--- config.mk ---
export PLATFORM = sky130hd
export DESIGN_NAME = bec_counters
export DESIGN_NICKNAME = d
export VERILOG_FILES = /design/src/bec_pkg.sv /design/src/bec_counters.sv
export SDC_FILE = /design/constraint.sdc
export NUM_CORES = 1
export LEC_CHECK = 0
export BUFFER_PORTS_ARGS = -buffer_cell sky130_fd_sc_hd__clkbuf_2
export CORE_MARGIN = 5
export CORE_UTILIZATION = 45
export CTS_BUF_LIST = sky130_fd_sc_hd__clkbuf_4 sky130_fd_sc_hd__clkbuf_8 sky130_fd_sc_hd__clkbuf_16
export DETAILED_ROUTE_END_ITERATION = 8
export GPL_TIMING_DRIVEN = 0
export PLACE_DENSITY = 0.66
export SYNTH_ARGS = -nofsm -noshare
export SYNTH_HDL_FRONTEND = slang
export SYNTH_SLANG_ARGS = --single-unit
--- constraint.sdc ---
create_clock -name clk_i -period 3.83 [get_ports clk_i]
set_input_delay 0.5745 -clock clk_i [delete_from_list [all_inputs] [get_ports clk_i]]
set_output_delay 0.5745 -clock clk_i [all_outputs]
set_load 0.005 [all_outputs]
--- src/bec_pkg.sv ---
// Package: constants, register map and BCD helpers for the event counters
package bec_pkg;
   // Timing
   localparam int unsigned CLK_HZ   = 100_000_000;
   localparam int unsigned TICK_MS  = 100;               // Timer step of 0.1 s
   localparam int unsigned TICK_CYC = CLK_HZ / 1000 * TICK_MS;
   // Register word indexes (byte address = index * 4)
   localparam logic [11:0] IDX_CTRL   = 12'h000;
   localparam logic [11:0] IDX_PSEL   = 12'h001;
   localparam logic [11:0] IDX_PUP    = 12'h002;
   localparam logic [11:0] IDX_PBD_LO = 12'h003;
   localparam logic [11:0] IDX_PBD_HI = 12'h004;
   localparam logic [11:0] IDX_PSG    = 12'h005;
   localparam logic [11:0] IDX_PTM_LO = 12'h006;
   localparam logic [11:0] IDX_PTM_HI = 12'h007;
   localparam logic [11:0] IDX_DONE   = 12'h008;
   localparam logic [11:0] IDX_STS    = 12'h009;
   localparam logic [11:0] IDX_MSK    = 12'h00A;
   localparam logic [11:0] IDX_TM_LO  = 12'h00B;
   localparam logic [11:0] IDX_TM_HI  = 12'h00C;
   // Variable store: slot n at octal 1000 + n
   localparam logic [11:0] IDX_CV_BASE = 12'h200;
   localparam logic [11:0] SLOT_UP     = 12'h000;
   localparam logic [11:0] SLOT_BD     = 12'h002;        // Also holds slot 3
   localparam logic [11:0] SLOT_SG     = 12'h004;
   localparam logic [11:0] IDX_CV_UP   = IDX_CV_BASE + SLOT_UP;
   localparam logic [11:0] IDX_CV_BDL  = IDX_CV_BASE + SLOT_BD;
   localparam logic [11:0] IDX_CV_BDH  = IDX_CV_BASE + SLOT_BD + 12'h001;
   localparam logic [11:0] IDX_CV_SG   = IDX_CV_BASE + SLOT_SG;
   // Field positions
   localparam int CTRL_SG_CLR = 0;
   localparam int DONE_UP = 0;
   localparam int DONE_BD = 1;
   localparam int DONE_SG = 2;
   localparam int DONE_TM = 3;
   // Reset values and constant operands
   localparam logic [3:0]  PSEL_RST = 4'h0;              // All use constants
   localparam logic [15:0] K_UP = 16'h0003;
   localparam logic [31:0] K_BD = 32'h0000_0003;
   localparam logic [15:0] K_SG = 16'h0003;
   localparam logic [31:0] K_TM = 32'h0000_0030;         // 3 s in tenths
   localparam logic [15:0] MAX4 = 16'h9999;
   localparam logic [31:0] MAX8 = 32'h9999_9999;

   // Decimal increment with digit carries
   function automatic logic [31:0] bcd_inc(input logic [31:0] v);
      logic [31:0] r;
      logic        c;
      r = v;
      c = 1'b1;
      for (int i = 0; i < 8; i++) begin
         if (c) begin
            if (r[i*4+:4] == 4'h9) begin
               r[i*4+:4] = 4'h0;
            end else begin
               r[i*4+:4] = r[i*4+:4] + 4'h1;
               c = 1'b0;
            end
         end
      end
      return r;
   endfunction : bcd_inc

   // Decimal decrement with digit borrows
   function automatic logic [31:0] bcd_dec(input logic [31:0] v);
      logic [31:0] r;
      logic        b;
      r = v;
      b = 1'b1;
      for (int i = 0; i < 8; i++) begin
         if (b) begin
            if (r[i*4+:4] == 4'h0) begin
               r[i*4+:4] = 4'h9;
            end else begin
               r[i*4+:4] = r[i*4+:4] - 4'h1;
               b = 1'b0;
            end
         end
      end
      return r;
   endfunction : bcd_dec

   // True when every nibble is a decimal digit
   function automatic logic bcd_ok(input logic [31:0] v);
      logic ok;
      ok = 1'b1;
      for (int i = 0; i < 8; i++) begin
         if (v[i*4+:4] > 4'h9) ok = 1'b0;
      end
      return ok;
   endfunction : bcd_ok
endpackage : bec_pkg

--- src/bec_counters.sv ---
// Scan-clocked BCD event counters and accumulating timer with Wishbone access
// Function
// - Up counter adds one per rising count
// - Clear held on keeps up value zero
// - Up done tracks value at least preset
// - Four-digit counters saturate at 9999, no wrap
// - Up preset and value are 4-digit BCD
// - Slot value readable at octal 1000 plus n
// - Preset from constant or variable store
// - Bidirectional counter limited 0 to 99999999
// - Bidirectional preset and value 8-digit BCD
// - Bidirectional counter occupies two slots
// - Timer accumulates, done at 3 s, clearable
// - Stage counter counts rises, no clear input
// - Stage value held until clear command
// - Up/down count only with other input off
// - Timer enable off keeps elapsed time
`timescale 1ns/1ps
`default_nettype none
module bec_counters #(
   parameter int unsigned TICK_CYC = bec_pkg::TICK_CYC
) (
   input  wire logic        clk_i,
   input  wire logic        rst_i,
   input  wire logic        ce_i,
   input  wire logic        scan_i,
   input  wire logic        wb_cyc_i,
   input  wire logic        wb_stb_i,
   input  wire logic        wb_we_i,
   input  wire logic [13:0] wb_adr_i,
   input  wire logic [3:0]  wb_sel_i,
   input  wire logic [31:0] wb_dat_i,
   output wire logic [31:0] wb_dat_o,
   output wire logic        wb_ack_o,
   input  wire logic        up_cnt_i,
   input  wire logic        up_clr_i,
   input  wire logic        bd_up_i,
   input  wire logic        bd_dn_i,
   input  wire logic        bd_clr_i,
   input  wire logic        sg_cnt_i,
   input  wire logic        tm_en_i,
   input  wire logic        tm_clr_i,
   output wire logic        up_done_o,
   output wire logic        bd_done_o,
   output wire logic        sg_done_o,
   output wire logic        tm_done_o,
   output wire logic        irq_o
);
   localparam logic [23:0] TICK_LAST = 24'(TICK_CYC - 1);

   logic [31:0] dat_q, rd_d, wm;
   logic        ack_q, irq_q, wr_en, sg_clr_w, tick;
   logic [11:0] idx;
   logic [3:0]  in_now, prev_q, rise, psel_q, msk_q, sts_q, done_q, done_d;
   logic [15:0] pup_q, psg_q, up_val_q, sg_val_q, pre_up, pre_sg;
   logic [31:0] pbd_q, ptm_q, bd_val_q, tm_val_q, pre_bd, pre_tm;
   logic [31:0] up_inc_w, bd_inc_w, bd_dec_w, sg_inc_w, tm_inc_w;
   logic [23:0] div_q;
   logic        up_ge;

   assign idx      = wb_adr_i[13:2];
   assign tick     = ce_i & scan_i;
   // Write lands on the edge where the master sees ack
   assign wr_en    = wb_cyc_i & wb_stb_i & wb_we_i & ack_q;
   assign sg_clr_w = wr_en & (idx == bec_pkg::IDX_CTRL)
                     & wb_sel_i[0] & wb_dat_i[bec_pkg::CTRL_SG_CLR];
   assign wm = {wb_sel_i[3] ? wb_dat_i[31:24] : rd_d[31:24],
                wb_sel_i[2] ? wb_dat_i[23:16] : rd_d[23:16],
                wb_sel_i[1] ? wb_dat_i[15:8]  : rd_d[15:8],
                wb_sel_i[0] ? wb_dat_i[7:0]   : rd_d[7:0]};

   // Preset source per counter: constant operand or store word
   assign pre_up = psel_q[0] ? pup_q : bec_pkg::K_UP;
   assign pre_bd = psel_q[1] ? pbd_q : bec_pkg::K_BD;
   assign pre_sg = psel_q[2] ? psg_q : bec_pkg::K_SG;
   assign pre_tm = psel_q[3] ? ptm_q : bec_pkg::K_TM;

   // Digit arithmetic for all counters
   assign up_inc_w = bec_pkg::bcd_inc({16'h0000, up_val_q});
   assign sg_inc_w = bec_pkg::bcd_inc({16'h0000, sg_val_q});
   assign bd_inc_w = bec_pkg::bcd_inc(bd_val_q);
   assign bd_dec_w = bec_pkg::bcd_dec(bd_val_q);
   assign tm_inc_w = bec_pkg::bcd_inc(tm_val_q);

   // Edge detect against the level held from the last scan
   assign in_now = {sg_cnt_i, bd_dn_i, bd_up_i, up_cnt_i};
   assign rise   = in_now & ~prev_q;
   always_ff @(posedge clk_i) begin
      if (rst_i) begin
         prev_q <= 4'h0;
      end else if (tick) begin
         prev_q <= in_now;
      end
   end

   // Up counter: clear dominates, saturates rather than wrapping
   always_ff @(posedge clk_i) begin
      if (rst_i) begin
         up_val_q <= 16'h0000;
      end else if (tick) begin
         if (up_clr_i) begin
            up_val_q <= 16'h0000;
         end else if (rise[0] && up_val_q != bec_pkg::MAX4) begin
            up_val_q <= up_inc_w[15:0];
         end
      end
   end

   // Up/down counter; both edges in one scan cancel out
   always_ff @(posedge clk_i) begin
      if (rst_i) begin
         bd_val_q <= 32'h0000_0000;
      end else if (tick) begin
         if (bd_clr_i) begin
            bd_val_q <= 32'h0000_0000;
         end else if (rise[1] && !bd_dn_i && bd_val_q != bec_pkg::MAX8) begin
            bd_val_q <= bd_inc_w;
         end else if (rise[2] && !bd_up_i && bd_val_q != 32'h0000_0000) begin
            bd_val_q <= bd_dec_w;
         end
      end
   end

   // Stage counter: only a software clear command zeroes it
   always_ff @(posedge clk_i) begin
      if (rst_i) begin
         sg_val_q <= 16'h0000;
      end else if (ce_i) begin
         if (sg_clr_w) begin
            sg_val_q <= 16'h0000;
         end else if (scan_i && rise[3] && sg_val_q != bec_pkg::MAX4) begin
            sg_val_q <= sg_inc_w[15:0];
         end
      end
   end

   // Accumulating timer; divider also holds so partial steps survive
   always_ff @(posedge clk_i) begin
      if (rst_i) begin
         div_q    <= 24'h000000;
         tm_val_q <= 32'h0000_0000;
      end else if (ce_i) begin
         if (tm_clr_i) begin
            div_q    <= 24'h000000;
            tm_val_q <= 32'h0000_0000;
         end else if (tm_en_i) begin
            if (div_q == TICK_LAST) begin
               div_q <= 24'h000000;
               if (tm_val_q != bec_pkg::MAX8) tm_val_q <= tm_inc_w;
            end else begin
               div_q <= div_q + 24'h000001;
            end
         end
      end
   end

   // Done bits: registered compares, plain unsigned works on valid BCD
   assign up_ge  = up_val_q >= pre_up;
   assign done_d = {tm_val_q >= pre_tm, sg_val_q >= pre_sg,
                    bd_val_q >= pre_bd, up_ge};
   always_ff @(posedge clk_i) begin
      if (rst_i) begin
         done_q <= 4'h0;
      end else if (ce_i) begin
         done_q <= done_d;
      end
   end

   // Interrupt status: rising done sets, write one clears, set wins
   always_ff @(posedge clk_i) begin
      if (rst_i) begin
         sts_q <= 4'h0;
         irq_q <= 1'b0;
      end else if (ce_i) begin
         sts_q <= (sts_q & ~((wr_en && idx == bec_pkg::IDX_STS && wb_sel_i[0])
                  ? wb_dat_i[3:0] : 4'h0)) | (done_d & ~done_q);
         irq_q <= |(sts_q & msk_q);
      end
   end

   // Software-written registers
   always_ff @(posedge clk_i) begin
      if (rst_i) begin
         psel_q <= bec_pkg::PSEL_RST;
         pup_q  <= bec_pkg::K_UP;
         pbd_q  <= bec_pkg::K_BD;
         psg_q  <= bec_pkg::K_SG;
         ptm_q  <= bec_pkg::K_TM;
         msk_q  <= 4'h0;
      end else if (ce_i && wr_en) begin
         case (idx)
            bec_pkg::IDX_PSEL:   psel_q <= wm[3:0];
            bec_pkg::IDX_PUP:    pup_q <= wm[15:0];
            bec_pkg::IDX_PBD_LO: pbd_q[15:0] <= wm[15:0];
            bec_pkg::IDX_PBD_HI: pbd_q[31:16] <= wm[15:0];
            bec_pkg::IDX_PSG:    psg_q <= wm[15:0];
            bec_pkg::IDX_PTM_LO: ptm_q[15:0] <= wm[15:0];
            bec_pkg::IDX_PTM_HI: ptm_q[31:16] <= wm[15:0];
            bec_pkg::IDX_MSK:    msk_q <= wm[3:0];
            default: ;
         endcase
      end
   end

   // Read decode; unmapped words read zero and still acknowledge
   always_comb begin
      case (idx)
         bec_pkg::IDX_PSEL:   rd_d = {28'h0, psel_q};
         bec_pkg::IDX_PUP:    rd_d = {16'h0, pup_q};
         bec_pkg::IDX_PBD_LO: rd_d = {16'h0, pbd_q[15:0]};
         bec_pkg::IDX_PBD_HI: rd_d = {16'h0, pbd_q[31:16]};
         bec_pkg::IDX_PSG:    rd_d = {16'h0, psg_q};
         bec_pkg::IDX_PTM_LO: rd_d = {16'h0, ptm_q[15:0]};
         bec_pkg::IDX_PTM_HI: rd_d = {16'h0, ptm_q[31:16]};
         bec_pkg::IDX_DONE:   rd_d = {28'h0, done_q};
         bec_pkg::IDX_STS:    rd_d = {28'h0, sts_q};
         bec_pkg::IDX_MSK:    rd_d = {28'h0, msk_q};
         bec_pkg::IDX_TM_LO:  rd_d = {16'h0, tm_val_q[15:0]};
         bec_pkg::IDX_TM_HI:  rd_d = {16'h0, tm_val_q[31:16]};
         bec_pkg::IDX_CV_UP:  rd_d = {16'h0, up_val_q};
         bec_pkg::IDX_CV_BDL: rd_d = {16'h0, bd_val_q[15:0]};
         bec_pkg::IDX_CV_BDH: rd_d = {16'h0, bd_val_q[31:16]};
         bec_pkg::IDX_CV_SG:  rd_d = {16'h0, sg_val_q};
         default:             rd_d = 32'h0000_0000;
      endcase
   end

   // Single-wait-state slave: ack one cycle after request, then drops
   always_ff @(posedge clk_i) begin
      if (rst_i) begin
         ack_q <= 1'b0;
         dat_q <= 32'h0000_0000;
      end else if (ce_i) begin
         ack_q <= wb_cyc_i & wb_stb_i & ~ack_q;
         if (wb_cyc_i && wb_stb_i && !ack_q) dat_q <= rd_d;
      end
   end

   assign wb_dat_o  = dat_q;
   assign wb_ack_o  = ack_q;
   assign irq_o     = irq_q;
   assign up_done_o = done_q[bec_pkg::DONE_UP];
   assign bd_done_o = done_q[bec_pkg::DONE_BD];
   assign sg_done_o = done_q[bec_pkg::DONE_SG];
   assign tm_done_o = done_q[bec_pkg::DONE_TM];
endmodule : bec_counters
`default_nettype wire

# Word-level counts from Yosys, hierarchy flattened
# Index checks and enable logic that the tools add are counted.
totals:
  register_bits: 270
  latch_bits: 0
  ram_bits: 0
  romBits: 0
  inputBits: 65
  elab_cells: 361
  n_memories: 0
classes:
  n_addsub: 33
  mul: 0
  div: 0
  magnitude_cmp: 4
  eq_ne: 52
  shifts: 0
  mux: 130
  n_bitwise: 17
  n_reduce_logical: 86
op_table:
  columns: ["cell", "n"]
  rows:
  - ["2-to-1 mux 32 bit", 9]
  - ["case mux 16 bit (16 select lines)", 1]
  - ["2-to-1 mux 4 bit", 60]
  - ["adder 4 x 1 -> 4 bit (second input constant)", 24]
  - ["== test 4 bit (second input constant)", 24]
  - ["2-to-1 mux 16 bit", 6]
  - ["2-to-1 mux 24 bit", 3]
  - [">= comparator 32 bit", 2]
  - ["!= test 32 bit (second input constant)", 2]
  - ["== test 12 x 4 -> 1 bit (second input constant)", 5]
  - ["2-to-1 mux 1 bit", 49]
  - ["== test 12 x 10 -> 1 bit (second input constant)", 4]
  - ["== test 12 x 3 -> 1 bit (second input constant)", 4]
  - ["nonzero test 2 bit", 18]
  - ["AND reduction 5 bit", 7]
  - [">= comparator 16 bit", 2]
  - ["logical NOT 4 bit", 8]
  - ["!= test 16 bit (second input constant)", 2]
  - ["AND reduction 4 bit", 8]
  - ["nonzero test 32 bit", 1]
  - ["subtractor 4 x 1 -> 4 bit (second input constant)", 8]
  - ["AND reduction 2 bit", 13]
  - ["adder 24 x 1 -> 24 bit (second input constant)", 1]
  - ["== test 12 x 2 -> 1 bit (second input constant)", 2]
  - ["15 further kinds", 59]

# Logic depth before layout (Yosys ltp)
# Gate-level depths: netlist of the first run.
logic_depth:
  ltp_word: 13
  ltp_mapped: 12

# Least setup slack after synthesis of the first run
# Ideal clock, no wire load.
synth_timing:
  kind: "in2reg"
  start: "input port wb_adr_i[3]"
  end: "register ptm_q[26]"
  setup_ps: 125
  arrival_time_ps: 2417
  slack_ps: 1288
  cell_stages: 10
  n_path_buf: 3
  cell_sequence: "buf_2 nor2b_1 clkbuf_1 and4_1 buf_2 a22oi_1 o211ai_2 a2111oi_2 a211o_4 o21ai_1"
synth_between:
  elab_chain_cells: 3
synth_rtl:
  columns: ["element", "line_no", "rtl"]
  rows:
  - ["start: declaration", "bec_counters.sv:30", "input wire logic [13:0] wb_adr_i,"]
  - ["== test 12 x 10 -> 1 bit, or another cell as far along", "bec_counters.sv:207", "case (idx)"]
  - ["case mux 16 bit (16 select lines)", "bec_counters.sv:207", null]
  - ["2-to-1 mux 8 bit", "bec_counters.sv:69", "wb_sel_i[1] ? wb_dat_i[15:8] : rd_d[15:8],"]
  - ["end signal: assignment", "bec_counters.sv:188", "ptm_q <= bec_pkg::K_TM;"]
  - ["end signal: assignment", "bec_counters.sv:198", "bec_pkg::IDX_PTM_HI: ptm_q[31:16] <= wm[15:0];"]
  - ["end: declaration", "bec_counters.sv:56", "logic [31:0] pbd_q, ptm_q, bd_val_q, tm_val_q, pre_bd, pre_tm;"]
# Several ways; a longest one is shown, not always the timed one.
# A chain may end at the register's enable or synchronous reset.

# Worst setup path after layout of the first run
layout_timing:
  start: "input port wb_adr_i[3]"
  end: "register pup_q[2]"
layout_between:
  elab_chain_cells: 3
layout_rtl:
  columns: ["element", "line_no", "rtl"]
  rows:
  - ["== test 12 x 10 -> 1 bit, or another cell as far along", "bec_counters.sv:207", null]
  - ["case mux 16 bit (16 select lines)", "bec_counters.sv:207", null]
  - ["2-to-1 mux 8 bit", "bec_counters.sv:70", "wb_sel_i[0] ? wb_dat_i[7:0] : rd_d[7:0]};"]
  - ["end signal: assignment", "bec_counters.sv:185", "pup_q <= bec_pkg::K_UP;"]
  - ["end signal: assignment", "bec_counters.sv:193", "bec_pkg::IDX_PUP: pup_q <= wm[15:0];"]
  - ["end: declaration", "bec_counters.sv:55", "logic [15:0] pup_q, psg_q, up_val_q, sg_val_q, pre_up, pre_sg;"]
# Several ways; a longest one is shown, not always the timed one.

==> flow_summary_export.csv, run 1 <==
group,metric,value,unit
run_status,outcome,"finished clean",
worst_setup_path,crit_family,"compound AO/OA/AOI/OAI gates",
worst_setup_path,required,4.26,ns
drt,highest_layer,"met5",
timing,tightest_slew,1.46,ns
worst_setup_path,endpoint_kind,"flip-flop",
drt,drtIter0Drc,2371,
drt,viasPerCell,6.62,
global_routing,first_global_vias,16200,
power_and_ir_drop,switching_share,27.9,%
floorplanning,die-height,203,um
clock_tree,post-cts-setup-buffers,0,
global_routing,antenna_found_initial,3,
logic_synthesis,synth_area_leaders,"dfxtp_1 (30%), ha_1 (11%), nand2_1 (5.2%)",
power_and_ir_drop,p_total,0.00657,W
worst_setup_path,cp_max_fo,10,
placed_design,port_buffers,61,
placed_design,place_congestion,1.04,
clock_tree,ctsResizeCount,0,
drt,dr_wl_met3,8120,um
timing,skew,0.0126,ns
worst_setup_path,cpPeakStageDelay,0.91,ns
clock_tree,cts_buffers,30,
drt,firstDrtPassIters,8,
logic_synthesis,synth_top_cell_area_share,30.3,%
logic_synthesis,ys.flop_type,"dfxtp_1",
logic_synthesis,ys_ff_latch,254,
drt,routedWlPerCell,29.2,um
power_and_ir_drop,p_clk_share,46.7,%
logic_synthesis,synth_edf_count,0,
clock_tree,htree_levels,1,
drt,antenna_left,0,
drt,wl_met2,33000,um
clock_tree,clk_path_buf_depth,3,
timing,min_period,3.69,ns
placed_design,hpwl,60600,um
timing,slew_viol_final,0,
worst_setup_path,cpMaxStageDelayCell,"o211ai_1",
placed_design,dp.cells,2645,
logic_synthesis,syn_inst,2101,
clock_tree,cts_root_buffer,"clkbuf_16",
power_and_ir_drop,vdd_ir_drop_max,371,uV
power_and_ir_drop,cellInternalPower,0.00473,W
logic_synthesis,synth-seq-area-share,30.3,%
layout,nNetsFinal,2419,
layout,fin_util,51.1,%
global_routing,grt.total_usage,36.6,%
worst_setup_path,start_kind,"input port",
layout,ff_latch_area,5080,um^2
power_and_ir_drop,pwr-share-seq,41.8,%
floorplanning,dieArea,41200,um^2
clock_tree,hold_buffers,0,
timing,rsz0062_at_grt,"no",
layout,multi_input_area,10800,um^2
timing,finalCritPeriodShare,96.3,%
drt,vias,17900,
clock_tree,cts_tree,"done",
floorplanning,ios,103,
logic_synthesis,yosysMostFrequentCell,"dfxtp_1",
worst_setup_path,arrival,4.11,ns
clock_tree,clk_pin_slew,0.06,ns
logic_synthesis,synth_cell_types,100,
timing,slew_headroom,2.08,%
layout,area_delta_synth_final,11.9,%
logic_synthesis,synth_warnings,0,
logic_synthesis,synthArstFlopShare,0,%
power_and_ir_drop,p_sw,0.00183,W
power_and_ir_drop,pwr-share-comb,11.4,%
timing,fmax,0.271,GHz
run,cap_violations,0,
global_routing,gr-total-overflow,0,
power_and_ir_drop,pwr_density_cell,350,nW/um^2
floorplanning,coreArea,36700,um^2
clock_tree,clock-sinks,254,
logic_synthesis,avgSynthCellArea,7.97,um^2
worst_hold_path,worstHoldPathType,"in -> reg",
global_routing,grt_max_degree,15,
drt,m1WireLength,32000,um
timing,finalSetupViolCount,0,
layout,layout-drive-gt1-share,9.78,%
logic_synthesis,synth_area,16800,um^2
drt,drc,0,
worst_setup_path,cp_num_buf_inv,3,
floorplanning,start_util,45.7,%
floorplanning,die_x,203,um
clock_tree,clk_latency,0.59,ns
drt,routed_wl,78700,um
layout,stdcell_count,2697,
floorplanning,placementRows,70,
worst_setup_path,path_class,"in -> reg",
timing,finalHoldViolCount,0,
worst_setup_path,path_cells,"buf_2 -> and2_0 -> clkbuf_1 -> nand2_1 -> buf_1 -> a31oi_1 -> or3_1 -> o211ai_1 -> o21ai_0",
power_and_ir_drop,p_leak,6.99,nW
global_routing,grt_pass1_wl,112000,um
logic_synthesis,synth_commonest_cells,"dfxtp_1 (254), nand2_1 (230), nor2_1 (175)",
layout,fillers,3627,
logic_synthesis,synth_top_area_cell,"dfxtp_1",
-- metal layers --
layer,up-vias,GRT usage (%)
li1,7954,-
met1,8529,48.1
met2,1077,55.6
met3,291,7.95
met4,2,20.7
met5,-,0
-- worst paths after layout --
check               from  depth (start not counted)        end  slack, ns
max reg2reg    psel_q[1]                         11   sts_q[1]       0.19
min             up_cnt_i                          3  prev_q[0]       0.22
max          wb_adr_i[3]                          9   pup_q[2]       0.14
min reg2reg    prev_q[0]                          2  prev_q[0]       0.46
-- power groups by stage --
stage	clock, W	sequential, W	combinational [W]
floorplan	0	0.00278	0.000429
global placement	0	0.00280	0.000711
detailed placement	0	0.00280	0.000722
CTS	0.00307	0.00274	0.000725
global route	0.00319	0.00275	0.000793
finish	0.00307	0.00275	0.000750
-- worst reg2reg max path, cell delays in order (launching register included) --
cell and delay, ns:
dfxtp_1 0.31, clkbuf_1 0.33, clkbuf_1 0.44, nand2_1 0.11, ha_1 0.30, a21o_1 0.18, a211o_1 0.36, a211oi_1 0.26
o31ai_1 0.17, and3_1 0.24, o311ai_0 0.62, a21oi_1 0.15
-- final cells by class --
type / instances / share of cell area (%)
Clock inverter: 11 / 0.874
Sequential cell: 254 / 27.1
Inverter: 61 / 1.22
Multi-Input combinational cell: 1658 / 57.8
Antenna cell: 1 / 0.0133
Buffer: 143 / 3.60
Clock buffer: 40 / 4.60
Timing Repair Buffer: 61 / 1.63
Tap cell: 468 / 3.12
-- flip-flops by register name (all words and copies together), names as in the netlist --
| signal | count |
|---|---|
| bd_val_q | 32 |
| sg_val_q | 16 |
| wb_ack_o | 1 |
| psg_q | 16 |
| done_q | 4 |
| ptm_q | 32 |
| pbd_q | 32 |
| pup_q | 16 |
| prev_q | 4 |
| irq_o | 1 |
| tm_val_q | 32 |
| up_val_q | 16 |
| sts_q | 4 |
| div_q | 24 |
| wb_dat_o | 16 |
| msk_q | 4 |
| psel_q | 4 |
-- cell families after synthesis --
kind of cell | after synthesis | synth area share, %
fa+ha+maj | 145 | 10.8
flops | 254 | 30.3
mux | 29 | 1.77
simple gates | 855 | 26.2
other cells | 1 | 0.0224
compound gates | 566 | 23.0
buf+inv | 204 | 5.39
xor+xnor | 47 | 2.46
-- cell usage in the layout, fill, tap and decap left out, types with 23 or more instances in the layout --
cell type and n:
dfxtp_1 254, nand2_1 230, nor2_1 175, nand3_1 147, ha_1 145, a21oi_1 133, o21ai_0 125, clkbuf_1 90
nor3_1 61, clkbuf_2 61, inv_1 59, nand4_1 37, clkbuf_16 31, a211oi_1 30, nand2b_1 28, a21o_1 28
xor2_1 28, a22oi_1 25, mux2i_1 24, o211ai_1 23
-- per-stage QoR --
stage | worst slack, ns | TNS (ns) | hold slack (ns) | area (um^2)
after floorplan | 1.29 | 0 | 0.431 | 16800
after global placement | -0.239 | -4.08 | 0.439 | 17700
after detailed placement | -0.266 | -4.52 | 0.451 | 17700
after CTS | 0.199 | 0 | 0.209 | 18700
after global routing | 0.0385 | 0 | 0.249 | 18700
final | 0.141 | 0 | 0.219 | 18700
Power figures use the tool's default switching activity.
==> run 2, diff against run 1 <==
- CELL_PAD_IN_SITES_DETAIL_PLACEMENT: not set -> 1
- CELL_PAD_IN_SITES_GLOBAL_PLACEMENT: not set -> 2
- CORE_UTILIZATION: 45 -> 40
- PLACE_DENSITY: 0.66 -> 0.9
==> flow_summary_export.csv, run 2 (synthesis results as in run 1) <==
group,metric,value,unit
layout,ff_latch_area,5080,um^2
global_routing,first_global_vias,17900,
floorplanning,dieArea,46100,um^2
placed_design,dp_slack,-0.118,ns
clock_tree,post-cts-setup-buffers,0,
worst_setup_path,crit_path_frequent_cell,"clkbuf_1",
power_and_ir_drop,p_sw,0.00193,W
layout,layout_common_cells,"dfxtp_1 (254), nand2_1 (230), nor2_1 (175)",
clock_tree,cts_root_buffer,"clkbuf_16",
global_routing,grt_max_degree,12,
layout,multi_input_area,10800,um^2
drt,viasPerCell,6.44,
layout,diodes,0,
drt,drc,0,
layout,mostFrequentLayoutCell,"dfxtp_1",
power_and_ir_drop,switching_share,27.9,%
placed_design,port_buffers,61,
drt,firstDrtPassIters,6,
timing,finalCritPeriodShare,99.6,%
clock_tree,htree_levels,2,
worst_setup_path,cp_max_fo,10,
layout,fillers,5082,
worst_setup_path,cpMaxStageDelayCell,"o311ai_1",
power_and_ir_drop,p_leak,7.09,nW
power_and_ir_drop,vdd_ir_drop_max,310,uV
global_routing,grt.total_usage,34.4,%
placed_design,hpwl,63400,um
global_routing,grt_pass1_wl,120000,um
power_and_ir_drop,cellInternalPower,0.00500,W
global_routing,antenna_found_initial,1,
worst_setup_path,timing.reg2reg.setup_slack,0.02,ns
worst_setup_path,endpoint_kind,"flip-flop",
clock_tree,cts_tree,"done",
worst_setup_path,path_class,"reg -> reg",
floorplanning,die-height,215,um
placed_design,dpl_cell_area,17800,um^2
global_routing,gr-total-overflow,0,
timing,slew_viol_final,0,
power_and_ir_drop,pwr-share-seq,39.7,%
layout,nNetsFinal,2425,
drt,antenna_left,0,
drt,routed_wl,82200,um
clock_tree,clk_pin_slew,0.06,ns
layout,area_delta_synth_final,13.2,%
floorplanning,placementRows,75,
placed_design,place_congestion,1.03,
run,cap_violations,0,
drt,drtIter0Drc,1693,
clock_tree,clk_latency,0.55,ns
power_and_ir_drop,pwr_density_cell,365,nW/um^2
timing,skew,0.0227,ns
timing,rsz0062_at_grt,"no",
layout,layout-drive-gt1-share,10.1,%
worst_setup_path,cpPeakStageDelay,0.87,ns
timing,fmax,0.262,GHz
floorplanning,start_util,40.2,%
clock_tree,cts_buffers,35,
timing,slew_headroom,6.02,%
timing,finalHoldViolCount,0,
clock_tree,clk_path_buf_depth,3,
power_and_ir_drop,pwr-share-comb,10.9,%
layout,stdcell_area,19000,um^2
floorplanning,coreArea,41700,um^2
timing,fin_hold_ws,0.275,ns
drt,routedWlPerCell,29.6,um
drt,vias,17900,
worst_setup_path,arrival,4.20,ns
timing,min_period,3.81,ns
worst_setup_path,path_cells,"clkbuf_1 -> clkbuf_1 -> nand2_1 -> ha_1 -> a21o_1 -> a211o_1 -> a211oi_1 -> o31ai_1 -> and3_1 -> o311ai_1 -> a21oi_1",
timing,setup_ws,0.0150,ns
timing,tightest_slew,1.41,ns
clock_tree,clock-sinks,254,
floorplanning,die_x,215,um
timing,finalSetupViolCount,0,
worst_setup_path,required,4.22,ns
worst_hold_path,worstHoldPathType,"in -> reg",
power_and_ir_drop,p_clk_share,49.4,%
floorplanning,ios,103,
power_and_ir_drop,p_total,0.00693,W
worst_setup_path,start_kind,"flip-flop",
run_status,outcome,"finished clean",
run 2: cell types whose count changed in the layout (fill, tap and decap cells not counted), sizes merged:
cell / previous run / this run
buf: 53 / 54
clkinvlp: 2 / 0
clkbuf: 191 / 205
bufinv: 4 / 2
diode: 1 / 0
run 2: stage by stage:
step | setup TNS [ns] | cells | utilization [%]
6_report | 0 | 2778 | 45.5
5_1_grt | 0 | 2778 | 45.5
4_1_cts | 0 | 2778 | 45.5
3_5_place_dp | -0.832 | 2717 | 42.7
3_3_place_gp | -1.37 | 2716 | 42.7
2_1_floorplan | 0 | 2116 | -
run 2: power by group through the flow:
stage	Sequential, W	Combinational, W	Clock, W
2_1_floorplan	0.00278	0.000429	0
3_3_place_gp	0.00281	0.000713	0
3_5_place_dp	0.00281	0.000729	0
4_1_cts	0.00275	0.000736	0.00345
5_1_grt	0.00276	0.000799	0.00356
6_report	0.00275	0.000753	0.00342
run 2: layout make-up:
class	count	area share [%]
tap	539	3.55
multi-input combinational	1658	57.0
sequential	254	26.8
buffer	143	3.55
timing repair buffer	62	1.64
inverter	61	1.21
clock inverter	7	0.448
clock buffer	54	5.75
run 2: critical path: cells and delay by family (launching register included):
kind            cells  cell delay (ns)
simple gates        2             0.32
fa+ha+maj           1             0.30
buf+inv             2             0.79
compound gates      6             1.93
flops               1             0.31
run 2: final timing paths:
| path | start | to | cells past startpoint |
|---|---|---|---|
| max reg2reg | psel_q[1] | sts_q[1] | 11 |
| max | psel_q[1] | sts_q[1] | 11 |
| min reg2reg | prev_q[3] | prev_q[3] | 2 |
| min | sg_cnt_i | prev_q[3] | 3 |
run 2: repair_timing:
action                                  in CTS  in global routing
endpoints found under the setup margin       1                  0
gates resized for setup                      1                  0
hold buffers                                 0                  0
run 2: routing by layer:
metal,routed length [um],up-vias,track usage [%],part of all wire (%)
met5,0,-,0,0
met4,4990,0,17.8,6.1
met3,6560,220,6.13,8.0
met2,36600,827,55.3,45
met1,34000,8889,44.2,41
li1,-,7957,-,-
